File: src/rx_desc_pkg.sv
`default_nettype none
package rx_desc_pkg;
  // ****************************************
  // Descriptor layout
  // ****************************************
  localparam int WORD_BYTES = 4;
  localparam int DESC_STRIDE = 16;
  localparam logic [1:0] W_STATUS = 2'h0;
  localparam logic [1:0] W_CONTROL = 2'h1;
  localparam logic [1:0] W_BUF_ONE = 2'h2;
  localparam logic [1:0] W_BUF_TWO = 2'h3;
  // Status word fields
  localparam int ST_OWN = 31;
  localparam int ST_LEN_HI = 30;
  localparam int ST_LEN_LO = 16;
  localparam int ST_ERR_SUM = 15;
  localparam int ST_FIT_FAIL = 14;
  localparam int ST_SRC_HI = 13;
  localparam int ST_SRC_LO = 12;
  localparam int ST_RUNT = 11;
  localparam int ST_MCAST = 10;
  localparam int ST_START = 9;
  localparam int ST_END = 8;
  localparam int ST_OVERSIZE = 7;
  localparam int ST_LATE_COLL = 6;
  localparam int ST_KIND = 5;
  localparam int ST_WDOG = 4;
  localparam int ST_DRIBBLE = 2;
  localparam int ST_CRC = 1;
  localparam int ST_OVERFLOW = 0;
  // Control word fields
  localparam int CT_RING_END = 25;
  localparam int CT_CHAIN = 24;
  localparam int CT_SZ2_HI = 21;
  localparam int CT_SZ2_LO = 11;
  localparam int CT_SZ1_HI = 10;
  localparam int CT_SZ1_LO = 0;
  // ****************************************
  // Frame limits and timing
  // ****************************************
  localparam logic [14:0] RUNT_LIMIT = 15'h0040;
  localparam logic [14:0] OVERSIZE_LIMIT = 15'h05EE;
  localparam int CLK_PERIOD_NS = 10;
  localparam int POLL_GAP_NS = 1000;
  localparam int POLL_CYCLES =
    (POLL_GAP_NS + CLK_PERIOD_NS - 1) / CLK_PERIOD_NS;
  // Reset values
  localparam logic [31:0] ADDR_RST = 32'h0000_0000;
  localparam logic [10:0] SIZE_RST = 11'h000;
endpackage
`default_nettype wire

File: src/rx_descriptor_writeback.sv
`timescale 1ns/1ns
`default_nettype none
module rx_descriptor_writeback #(
  parameter int POLL_CYCLES = rx_desc_pkg::POLL_CYCLES
) (
  input wire logic core_clk,
  input wire logic nrst,
  input wire logic enable,
  input wire logic [31:0] list_base,
  output logic mem_req_r,
  output logic mem_we_r,
  output logic [31:0] mem_addr_r,
  output logic [31:0] mem_wdata_r,
  input wire logic mem_ack,
  input wire logic [31:0] mem_rdata,
  input wire logic rx_valid,
  output logic rx_ready_r,
  input wire logic [31:0] rx_data,
  input wire logic rx_last,
  input wire logic [14:0] rx_frame_length,
  input wire logic rx_fifo_overflow,
  input wire logic rx_crc_fail,
  input wire logic rx_late_coll,
  input wire logic rx_watchdog,
  input wire logic rx_dribble,
  input wire logic rx_multicast,
  input wire logic rx_frame_kind,
  input wire logic [1:0] rx_source_kind,
  output logic host_owned_r,
  output logic frame_done_r,
  output logic [31:0] desc_addr_r
);
  // ****************************************
  // Declarations
  // ****************************************
  typedef enum logic [2:0] {
    ST_IDLE, ST_FETCH, ST_POLL, ST_WAIT, ST_WRITE, ST_STATUS, ST_NEXT
  } state_e;

  state_e state_r;
  logic [1:0] word_idx_r;
  logic [31:0] base_r;
  logic [31:0] ctl_r;
  logic [31:0] buf_one_r;
  logic [31:0] buf_two_r;
  logic [31:0] buf_ptr_r;
  logic [10:0] buf_left_r;
  logic buf_sel_r;
  logic trunc_r;
  logic own_seen_r;
  logic [31:0] data_r;
  logic [15:0] poll_cnt_r;
  logic [14:0] len_r;
  logic [9:0] flags_r;
  logic [31:0] status_word;
  logic [31:0] next_addr;
  logic buf_two_usable;
  logic take;
  logic need_switch;
  logic [10:0] size_two;

  // Poll count must fit the counter and span at least two cycles
  if (POLL_CYCLES < 2 || POLL_CYCLES > 65535) begin : g_poll_check
    $error("POLL_CYCLES out of range");
  end

  // ****************************************
  // Helpers
  // ****************************************
  // Address of one descriptor word
  function automatic logic [31:0] word_addr(input logic [31:0] base,
                                             input logic [1:0] idx);
    word_addr = base + {28'h0000000, idx, 2'h0};
  endfunction

  assign size_two = ctl_r[rx_desc_pkg::CT_SZ2_HI:rx_desc_pkg::CT_SZ2_LO];
  assign take = rx_valid & rx_ready_r;
  // Move on to buffer two once buffer one is used up
  assign need_switch = (buf_left_r == rx_desc_pkg::SIZE_RST) & ~buf_sel_r &
    buf_two_usable & (size_two != rx_desc_pkg::SIZE_RST);

  rx_status_pack u_pack (
    .frame_length(len_r),
    .fifo_overflow(flags_r[0]),
    .crc_fail(flags_r[1]),
    .late_coll(flags_r[2]),
    .watchdog(flags_r[3]),
    .dribble_flag(flags_r[4]),
    .multicast_flag(flags_r[5]),
    .frame_kind(flags_r[6]),
    .source_kind(flags_r[8:7]),
    .buffer_fit_failure(trunc_r),
    .rx_status_word(status_word)
  );

  rx_link_step u_link (
    .desc_addr(desc_addr_r),
    .list_base(base_r),
    .rx_control_word(ctl_r),
    .rx_buffer_two_pointer(buf_two_r),
    .next_addr(next_addr),
    .buf_two_usable(buf_two_usable)
  );

  // ****************************************
  // Sequencer
  // ****************************************
  // Descriptor fetch, fill, writeback and advance
  always_ff @(posedge core_clk) begin
    if (!nrst) begin
      state_r <= ST_IDLE;
      word_idx_r <= 2'h0;
      base_r <= rx_desc_pkg::ADDR_RST;
      desc_addr_r <= rx_desc_pkg::ADDR_RST;
      ctl_r <= rx_desc_pkg::ADDR_RST;
      buf_one_r <= rx_desc_pkg::ADDR_RST;
      buf_two_r <= rx_desc_pkg::ADDR_RST;
      buf_ptr_r <= rx_desc_pkg::ADDR_RST;
      buf_left_r <= rx_desc_pkg::SIZE_RST;
      buf_sel_r <= 1'b0;
      own_seen_r <= 1'b0;
      poll_cnt_r <= 16'h0000;
      mem_req_r <= 1'b0;
      mem_we_r <= 1'b0;
      mem_addr_r <= rx_desc_pkg::ADDR_RST;
      mem_wdata_r <= 32'h0000_0000;
      rx_ready_r <= 1'b0;
      frame_done_r <= 1'b0;
      host_owned_r <= 1'b0;
    end else begin
      frame_done_r <= 1'b0;
      case (state_r)
        ST_IDLE: begin
          if (enable) begin
            base_r <= list_base;
            desc_addr_r <= list_base;
            word_idx_r <= rx_desc_pkg::W_STATUS;
            state_r <= ST_FETCH;
          end
        end
        ST_FETCH: begin
          if (!mem_req_r) begin
            mem_req_r <= 1'b1;
            mem_we_r <= 1'b0;
            mem_addr_r <= word_addr(desc_addr_r, word_idx_r);
          end else if (mem_ack) begin
            mem_req_r <= 1'b0;
            word_idx_r <= word_idx_r + 2'h1;
            case (word_idx_r)
              rx_desc_pkg::W_STATUS: begin
                own_seen_r <= mem_rdata[rx_desc_pkg::ST_OWN];
                if (!mem_rdata[rx_desc_pkg::ST_OWN]) begin
                  host_owned_r <= 1'b1;
                  poll_cnt_r <= 16'(POLL_CYCLES);
                  state_r <= ST_POLL;
                end
              end
              rx_desc_pkg::W_CONTROL: ctl_r <= mem_rdata;
              rx_desc_pkg::W_BUF_ONE: buf_one_r <= mem_rdata;
              default: begin
                buf_two_r <= mem_rdata;
                host_owned_r <= 1'b0;
                buf_sel_r <= 1'b0;
                buf_ptr_r <= buf_one_r;
                buf_left_r <= ctl_r[rx_desc_pkg::CT_SZ1_HI:
                                    rx_desc_pkg::CT_SZ1_LO];
                state_r <= ST_WAIT;
              end
            endcase
          end
        end
        ST_POLL: begin
          if (poll_cnt_r <= 16'h0001) begin
            word_idx_r <= rx_desc_pkg::W_STATUS;
            state_r <= enable ? ST_FETCH : ST_IDLE;
          end else begin
            poll_cnt_r <= poll_cnt_r - 16'h0001;
          end
        end
        ST_WAIT: begin
          if (take) begin
            if (buf_left_r != rx_desc_pkg::SIZE_RST) begin
              rx_ready_r <= 1'b0;
              mem_req_r <= 1'b1;
              mem_we_r <= 1'b1;
              mem_addr_r <= buf_ptr_r;
              mem_wdata_r <= rx_data;
              state_r <= ST_WRITE;
            end else if (rx_last) begin
              rx_ready_r <= 1'b0;
              state_r <= ST_STATUS;
            end
          end else if (!rx_ready_r) begin
            if (need_switch) begin
              buf_sel_r <= 1'b1;
              buf_ptr_r <= buf_two_r;
              buf_left_r <= size_two;
            end else begin
              rx_ready_r <= 1'b1;
            end
          end
        end
        ST_WRITE: begin
          if (mem_ack) begin
            mem_req_r <= 1'b0;
            mem_we_r <= 1'b0;
            buf_ptr_r <= buf_ptr_r + 32'(rx_desc_pkg::WORD_BYTES);
            buf_left_r <= (buf_left_r < 11'h004) ? rx_desc_pkg::SIZE_RST :
              buf_left_r - 11'h004;
            state_r <= flags_r[9] ? ST_STATUS : ST_WAIT;
          end
        end
        ST_STATUS: begin
          if (!mem_req_r) begin
            mem_req_r <= own_seen_r;
            mem_we_r <= own_seen_r;
            mem_addr_r <= desc_addr_r;
            mem_wdata_r <= status_word;
          end else if (mem_ack) begin
            mem_req_r <= 1'b0;
            mem_we_r <= 1'b0;
            state_r <= ST_NEXT;
          end
        end
        default: begin
          desc_addr_r <= next_addr;
          own_seen_r <= 1'b0;
          frame_done_r <= 1'b1;
          word_idx_r <= rx_desc_pkg::W_STATUS;
          state_r <= enable ? ST_FETCH : ST_IDLE;
        end
      endcase
    end
  end

  // ****************************************
  // Frame status capture
  // ****************************************
  // Latch per-frame flags with the last word; flags_r[9] marks the end
  always_ff @(posedge core_clk) begin
    if (!nrst) begin
      len_r <= 15'h0000;
      flags_r <= 10'h000;
      trunc_r <= 1'b0;
    end else if (state_r == ST_NEXT) begin
      flags_r <= 10'h000;
      trunc_r <= 1'b0;
    end else if (state_r == ST_WAIT && take) begin
      if (buf_left_r == rx_desc_pkg::SIZE_RST) begin
        trunc_r <= 1'b1;
      end
      if (rx_last) begin
        len_r <= rx_frame_length;
        flags_r <= {1'b1, rx_source_kind, rx_frame_kind,
                    rx_multicast, rx_dribble, rx_watchdog,
                    rx_late_coll, rx_crc_fail, rx_fifo_overflow};
      end
    end
  end

  // ****************************************
  // Checks
  // ****************************************
  logic status_wr;
  assign status_wr = mem_req_r & mem_we_r & (state_r == ST_STATUS);
endmodule // rx_descriptor_writeback
`default_nettype wire

File: src/rx_link_step.sv
`timescale 1ns/1ns
`default_nettype none
module rx_link_step (
  input wire logic [31:0] desc_addr,
  input wire logic [31:0] list_base,
  input wire logic [31:0] rx_control_word,
  input wire logic [31:0] rx_buffer_two_pointer,
  output logic [31:0] next_addr,
  output logic buf_two_usable
);
  logic ring_end;
  logic chain_next;

  assign ring_end = rx_control_word[rx_desc_pkg::CT_RING_END];
  assign chain_next = rx_control_word[rx_desc_pkg::CT_CHAIN];

  // Ring end wins over chaining; word four is a buffer unless chained without ring end
  always_comb begin
    if (ring_end) begin
      next_addr = list_base;
    end else if (chain_next) begin
      next_addr = rx_buffer_two_pointer;
    end else begin
      next_addr = desc_addr + 32'(rx_desc_pkg::DESC_STRIDE);
    end
    buf_two_usable = ring_end | ~chain_next;
  end
endmodule // rx_link_step
`default_nettype wire

File: src/rx_status_pack.sv
`timescale 1ns/1ns
`default_nettype none
module rx_status_pack (
  input wire logic [14:0] frame_length,
  input wire logic fifo_overflow,
  input wire logic crc_fail,
  input wire logic late_coll,
  input wire logic watchdog,
  input wire logic dribble_flag,
  input wire logic multicast_flag,
  input wire logic frame_kind,
  input wire logic [1:0] source_kind,
  input wire logic buffer_fit_failure,
  output logic [31:0] rx_status_word
);
  logic runt_flag;
  logic oversize_flag;
  logic error_summary;

  // Length based flags
  assign runt_flag = frame_length < rx_desc_pkg::RUNT_LIMIT;
  assign oversize_flag = frame_length > rx_desc_pkg::OVERSIZE_LIMIT;
  // Error summary over the error bits
  assign error_summary = fifo_overflow | crc_fail | late_coll |
    oversize_flag | runt_flag | buffer_fit_failure;

  // Word assembly, ownership handed back, one descriptor per frame
  always_comb begin
    rx_status_word = 32'h0000_0000;
    rx_status_word[rx_desc_pkg::ST_OWN] = 1'b0;
    rx_status_word[rx_desc_pkg::ST_LEN_HI:rx_desc_pkg::ST_LEN_LO] =
      frame_length;
    rx_status_word[rx_desc_pkg::ST_ERR_SUM] = error_summary;
    rx_status_word[rx_desc_pkg::ST_FIT_FAIL] = buffer_fit_failure;
    rx_status_word[rx_desc_pkg::ST_SRC_HI:rx_desc_pkg::ST_SRC_LO] =
      source_kind;
    rx_status_word[rx_desc_pkg::ST_RUNT] = runt_flag;
    rx_status_word[rx_desc_pkg::ST_MCAST] = multicast_flag;
    rx_status_word[rx_desc_pkg::ST_START] = 1'b1;
    rx_status_word[rx_desc_pkg::ST_END] = 1'b1;
    rx_status_word[rx_desc_pkg::ST_OVERSIZE] = oversize_flag;
    rx_status_word[rx_desc_pkg::ST_LATE_COLL] = late_coll;
    rx_status_word[rx_desc_pkg::ST_KIND] = frame_kind;
    rx_status_word[rx_desc_pkg::ST_WDOG] = watchdog;
    rx_status_word[rx_desc_pkg::ST_DRIBBLE] = dribble_flag;
    rx_status_word[rx_desc_pkg::ST_CRC] = crc_fail;
    rx_status_word[rx_desc_pkg::ST_OVERFLOW] = fifo_overflow;
  end
endmodule // rx_status_pack
`default_nettype wire

File: config.mk
export PLATFORM = sky130hd
export DESIGN_NAME = rx_descriptor_writeback
export DESIGN_NICKNAME = d
export VERILOG_FILES = /design/src/rx_desc_pkg.sv /design/src/rx_descriptor_writeback.sv /design/src/rx_link_step.sv /design/src/rx_status_pack.sv
export SDC_FILE = /design/constraint.sdc
export NUM_CORES = 1
export LEC_CHECK = 0
export ABC_CLOCK_PERIOD_IN_PS = 3700
export BUFFER_PORTS_ARGS = -buffer_cell sky130_fd_sc_hd__buf_4
export CORE_UTILIZATION = 38
export CTS_CLUSTER_SIZE = 10
export DETAILED_ROUTE_END_ITERATION = 8
export HOLD_SLACK_MARGIN = 0.1
export PLACE_DENSITY_LB_ADDON = 0.12
export SYNTH_ARGS = -nofsm -noshare
export SYNTH_HDL_FRONTEND = slang
export SYNTH_HIERARCHICAL = 1
export SYNTH_SLANG_ARGS = --single-unit
File: constraint.sdc
create_clock -name core_clk -period 3.7 [get_ports core_clk]
set_input_delay 0.37 -clock core_clk [delete_from_list [all_inputs] [get_ports core_clk]]
set_output_delay 0.37 -clock core_clk [all_outputs]
set_load 0.05 [all_outputs]
==> flow_summary.json <==
{
  "worstRegToRegCells": 8,
  "dpl.hpwl_mm": 39.9,
  "hold_viol": 0,
  "min_from": "mem_rdata[31]",
  "dpl_cell_area_um2": 18000,
  "ir_worst_vdd_v": 0.000654,
  "postRouteAntennaNets": 0,
  "crit_arrival_ps": 3430,
  "relSlewSlack_pct": 24.8,
  "core_um2": 41900,
  "path_buf_inv": 3,
  "dr_total_vias": 16500,
  "first_iter_violations": 1362,
  "hold_class": "in2reg",
  "clock_power_share_pct": 25.7,
  "routed_wl_mm": 58.9,
  "cts-resized-gates": 0,
  "area_growth_pct": 26.1,
  "die-area_um2": 43300,
  "h-tree-depth": 2,
  "p_leak_nw": 7.60,
  "worst_slew_pin_slew_ps": 1130,
  "swShare_pct": 42.8,
  "crit_chain": "buf_4 > and3b_2 > buf_4 > nor2_1 > buf_4 > a222oi_1 > nor2_1 > o221a_2",
  "cp_max_fo": 50,
  "min_period_over_period_pct": 80.8,
  "die_x_um": 208,
  "routedWlPerCell_um": 20.2,
  "num_antenna_cells": 0,
  "rsz0062_at_grt": "no",
  "seq_power_share_pct": 34.2,
  "place_congestion": 0.937,
  "initial_utilization_pct": 38.5,
  "max_stage_delay_ps": 700,
  "overflow": 0,
  "grt_start_max_net_pins": 90,
  "power_density_nw_per_um2": 679,
  "cap_viol_max_count": 0,
  "numClockSinks": 313,
  "start_kind": "flip-flop",
  "clk_pin_slew_worst_paths_ps": 60,
  "layout-drive-gt1-share_pct": 15.3,
  "finish.instance_area_um2": 20300,
  "viasPerCell": 5.64,
  "utilization_pct": 48.5,
  "fin_hold_ws_ps": 137,
  "min_period_ps": 2990,
  "cts_tree": "built",
  "drc": 0,
  "num-nets-final": 2506,
  "rr_endpoint": "buf_ptr_r[10]",
  "crit_type": "reg2reg",
  "holdBufCountCts": 119,
  "grt_pass1_wl_mm": 91.5,
  "grt_pass1_vias": 15600,
  "dr.pass1.iters": 7,
  "grt.total_usage_pct": 26.7,
  "r2r_start": "state_r[0]",
  "combPwrFrac_pct": 40.1,
  "max_clock_freq_ghz": 0.335,
  "post-cts-setup-buffers": 0,
  "power_switching_mw": 5.92,
  "pre_cts_ws_ps": 841,
  "cp-end-kind": "flip-flop",
  "die_height_um": 208,
  "yosys_warnings": 6,
  "clock_skew_ps": 14.4,
  "grt_antenna_before_repair": 0,
  "rows": 75,
  "cpLargestDelayFamily": "buffers and inverters",
  "status": "complete, no violations",
  "r2r_setup_slack_ps": 710,
  "cts_buffers": 39,
  "cp_common_cell": "buf_4",
  "crit_start": "state_r[0]",
  "slew_viol_final": 0,
  "slowest_stage": "dfxtp_1",
  "worst_ep_required_time_ps": 4140,
  "io_buffers": 226,
  "worst_hold_path.endpoint": "buf_one_r[31]",
  "clock_path_buffers": 3,
  "timing.final.ws_setup_ps": 711,
  "hold_depth": 3,
  "finalSetupViolations": 0,
  "clockRootBuffer": "clkbuf_16",
  "syn-cell-area_um2": 16100,
  "insertion_delay_ps": 550,
  "avgSynthCellArea_um2": 7.56,
  "pin_count": 227,
  "p_int_mw": 7.90,
  "finalSetupTns_ps": 0,
  "netlist_instances": 2136
}
## cell usage in the layout, fill, tap and decap left out, drive strengths merged, types with 7 or more instances in the layout
cell type    count
nand2          461
a211oi          62
or4              7
a31oi           35
and4            10
nand4           14
nor4            16
a21oi          250
nand2b           8
buf            273
ha              14
a22oi           32
o22ai            8
inv             27
o31ai            9
o211ai           8
mux2i           46
dlygate4sd3    119
and3            20
xnor2           32
nor3b            9
a221oi          18
o21ai          103
and2            11
nor2           192
nor3            46
a22o            12
nand3           34
dfxtp          313
a311oi          37
clkbuf          51
## through the flow
stage	std cells	total power, mW
2_1_floorplan	2138	8.38
3_3_place_gp	2744	10.1
3_5_place_dp	2744	10.2
4_1_cts	2920	13.9
5_1_grt	2920	14.6
6_report	2920	13.8
## worst register-to-register path, cell delays in order, from the launching register on
cell and delay [ps]:
dfxtp_1 700, buf_4 350, and3b_2 280, buf_4 520
nor2_1 110, buf_4 260, a222oi_1 350, nor2_1 70
o221a_2 240
## final cells by class
type,instances,area [µm²]
Fill cell,4188,21600
Multi-Input combinational cell,1593,8900
Sequential cell,313,6270
Timing Repair Buffer,392,3270
Clock buffer,51,1070
Tap cell,539,674
Inverter,26,103
Clock inverter,6,70.1
## worst max path at each step
stage                                 to  cells past startpoint
after floorplan           mem_addr_r[20]                      9
after global placement     buf_ptr_r[10]                      8
after detailed placement   buf_ptr_r[10]                      8
after CTS                  buf_ptr_r[10]                      8
after global routing      poll_cnt_r[10]                      6
final                      buf_ptr_r[10]                      8
## registers in the layout, summed over array words and instances, names as in the netlist, 11 cells and up
signal / cells
buf_one_r: 32
buf_left_r: 11
mem_addr_r: 32
mem_wdata_r: 32
base_r: 32
len_r: 15
desc_addr_r: 32
buf_ptr_r: 32
buf_two_r: 32
poll_cnt_r: 16
ctl_r: 24
## metal layers
metal | track usage (%) | up-vias | wire (µm)
met3 | 3.77 | 79 | 3360
met1 | 35.2 | 7796 | 26300
met2 | 43.7 | 575 | 27100
met4 | 11.0 | 0 | 2070
li1 | - | 8005 | -
met5 | 0 | - | 0
## power by group through the flow
stage	registers (mW)	clock network, mW	logic, mW
6_report	4.73	3.55	5.54
3_3_place_gp	4.77	0	5.37
4_1_cts	4.71	3.64	5.54
2_1_floorplan	5.73	0	2.65
3_5_place_dp	4.78	0	5.42
5_1_grt	4.81	3.77	5.98
No activity file was read; power rests on OpenSTA's default activity.
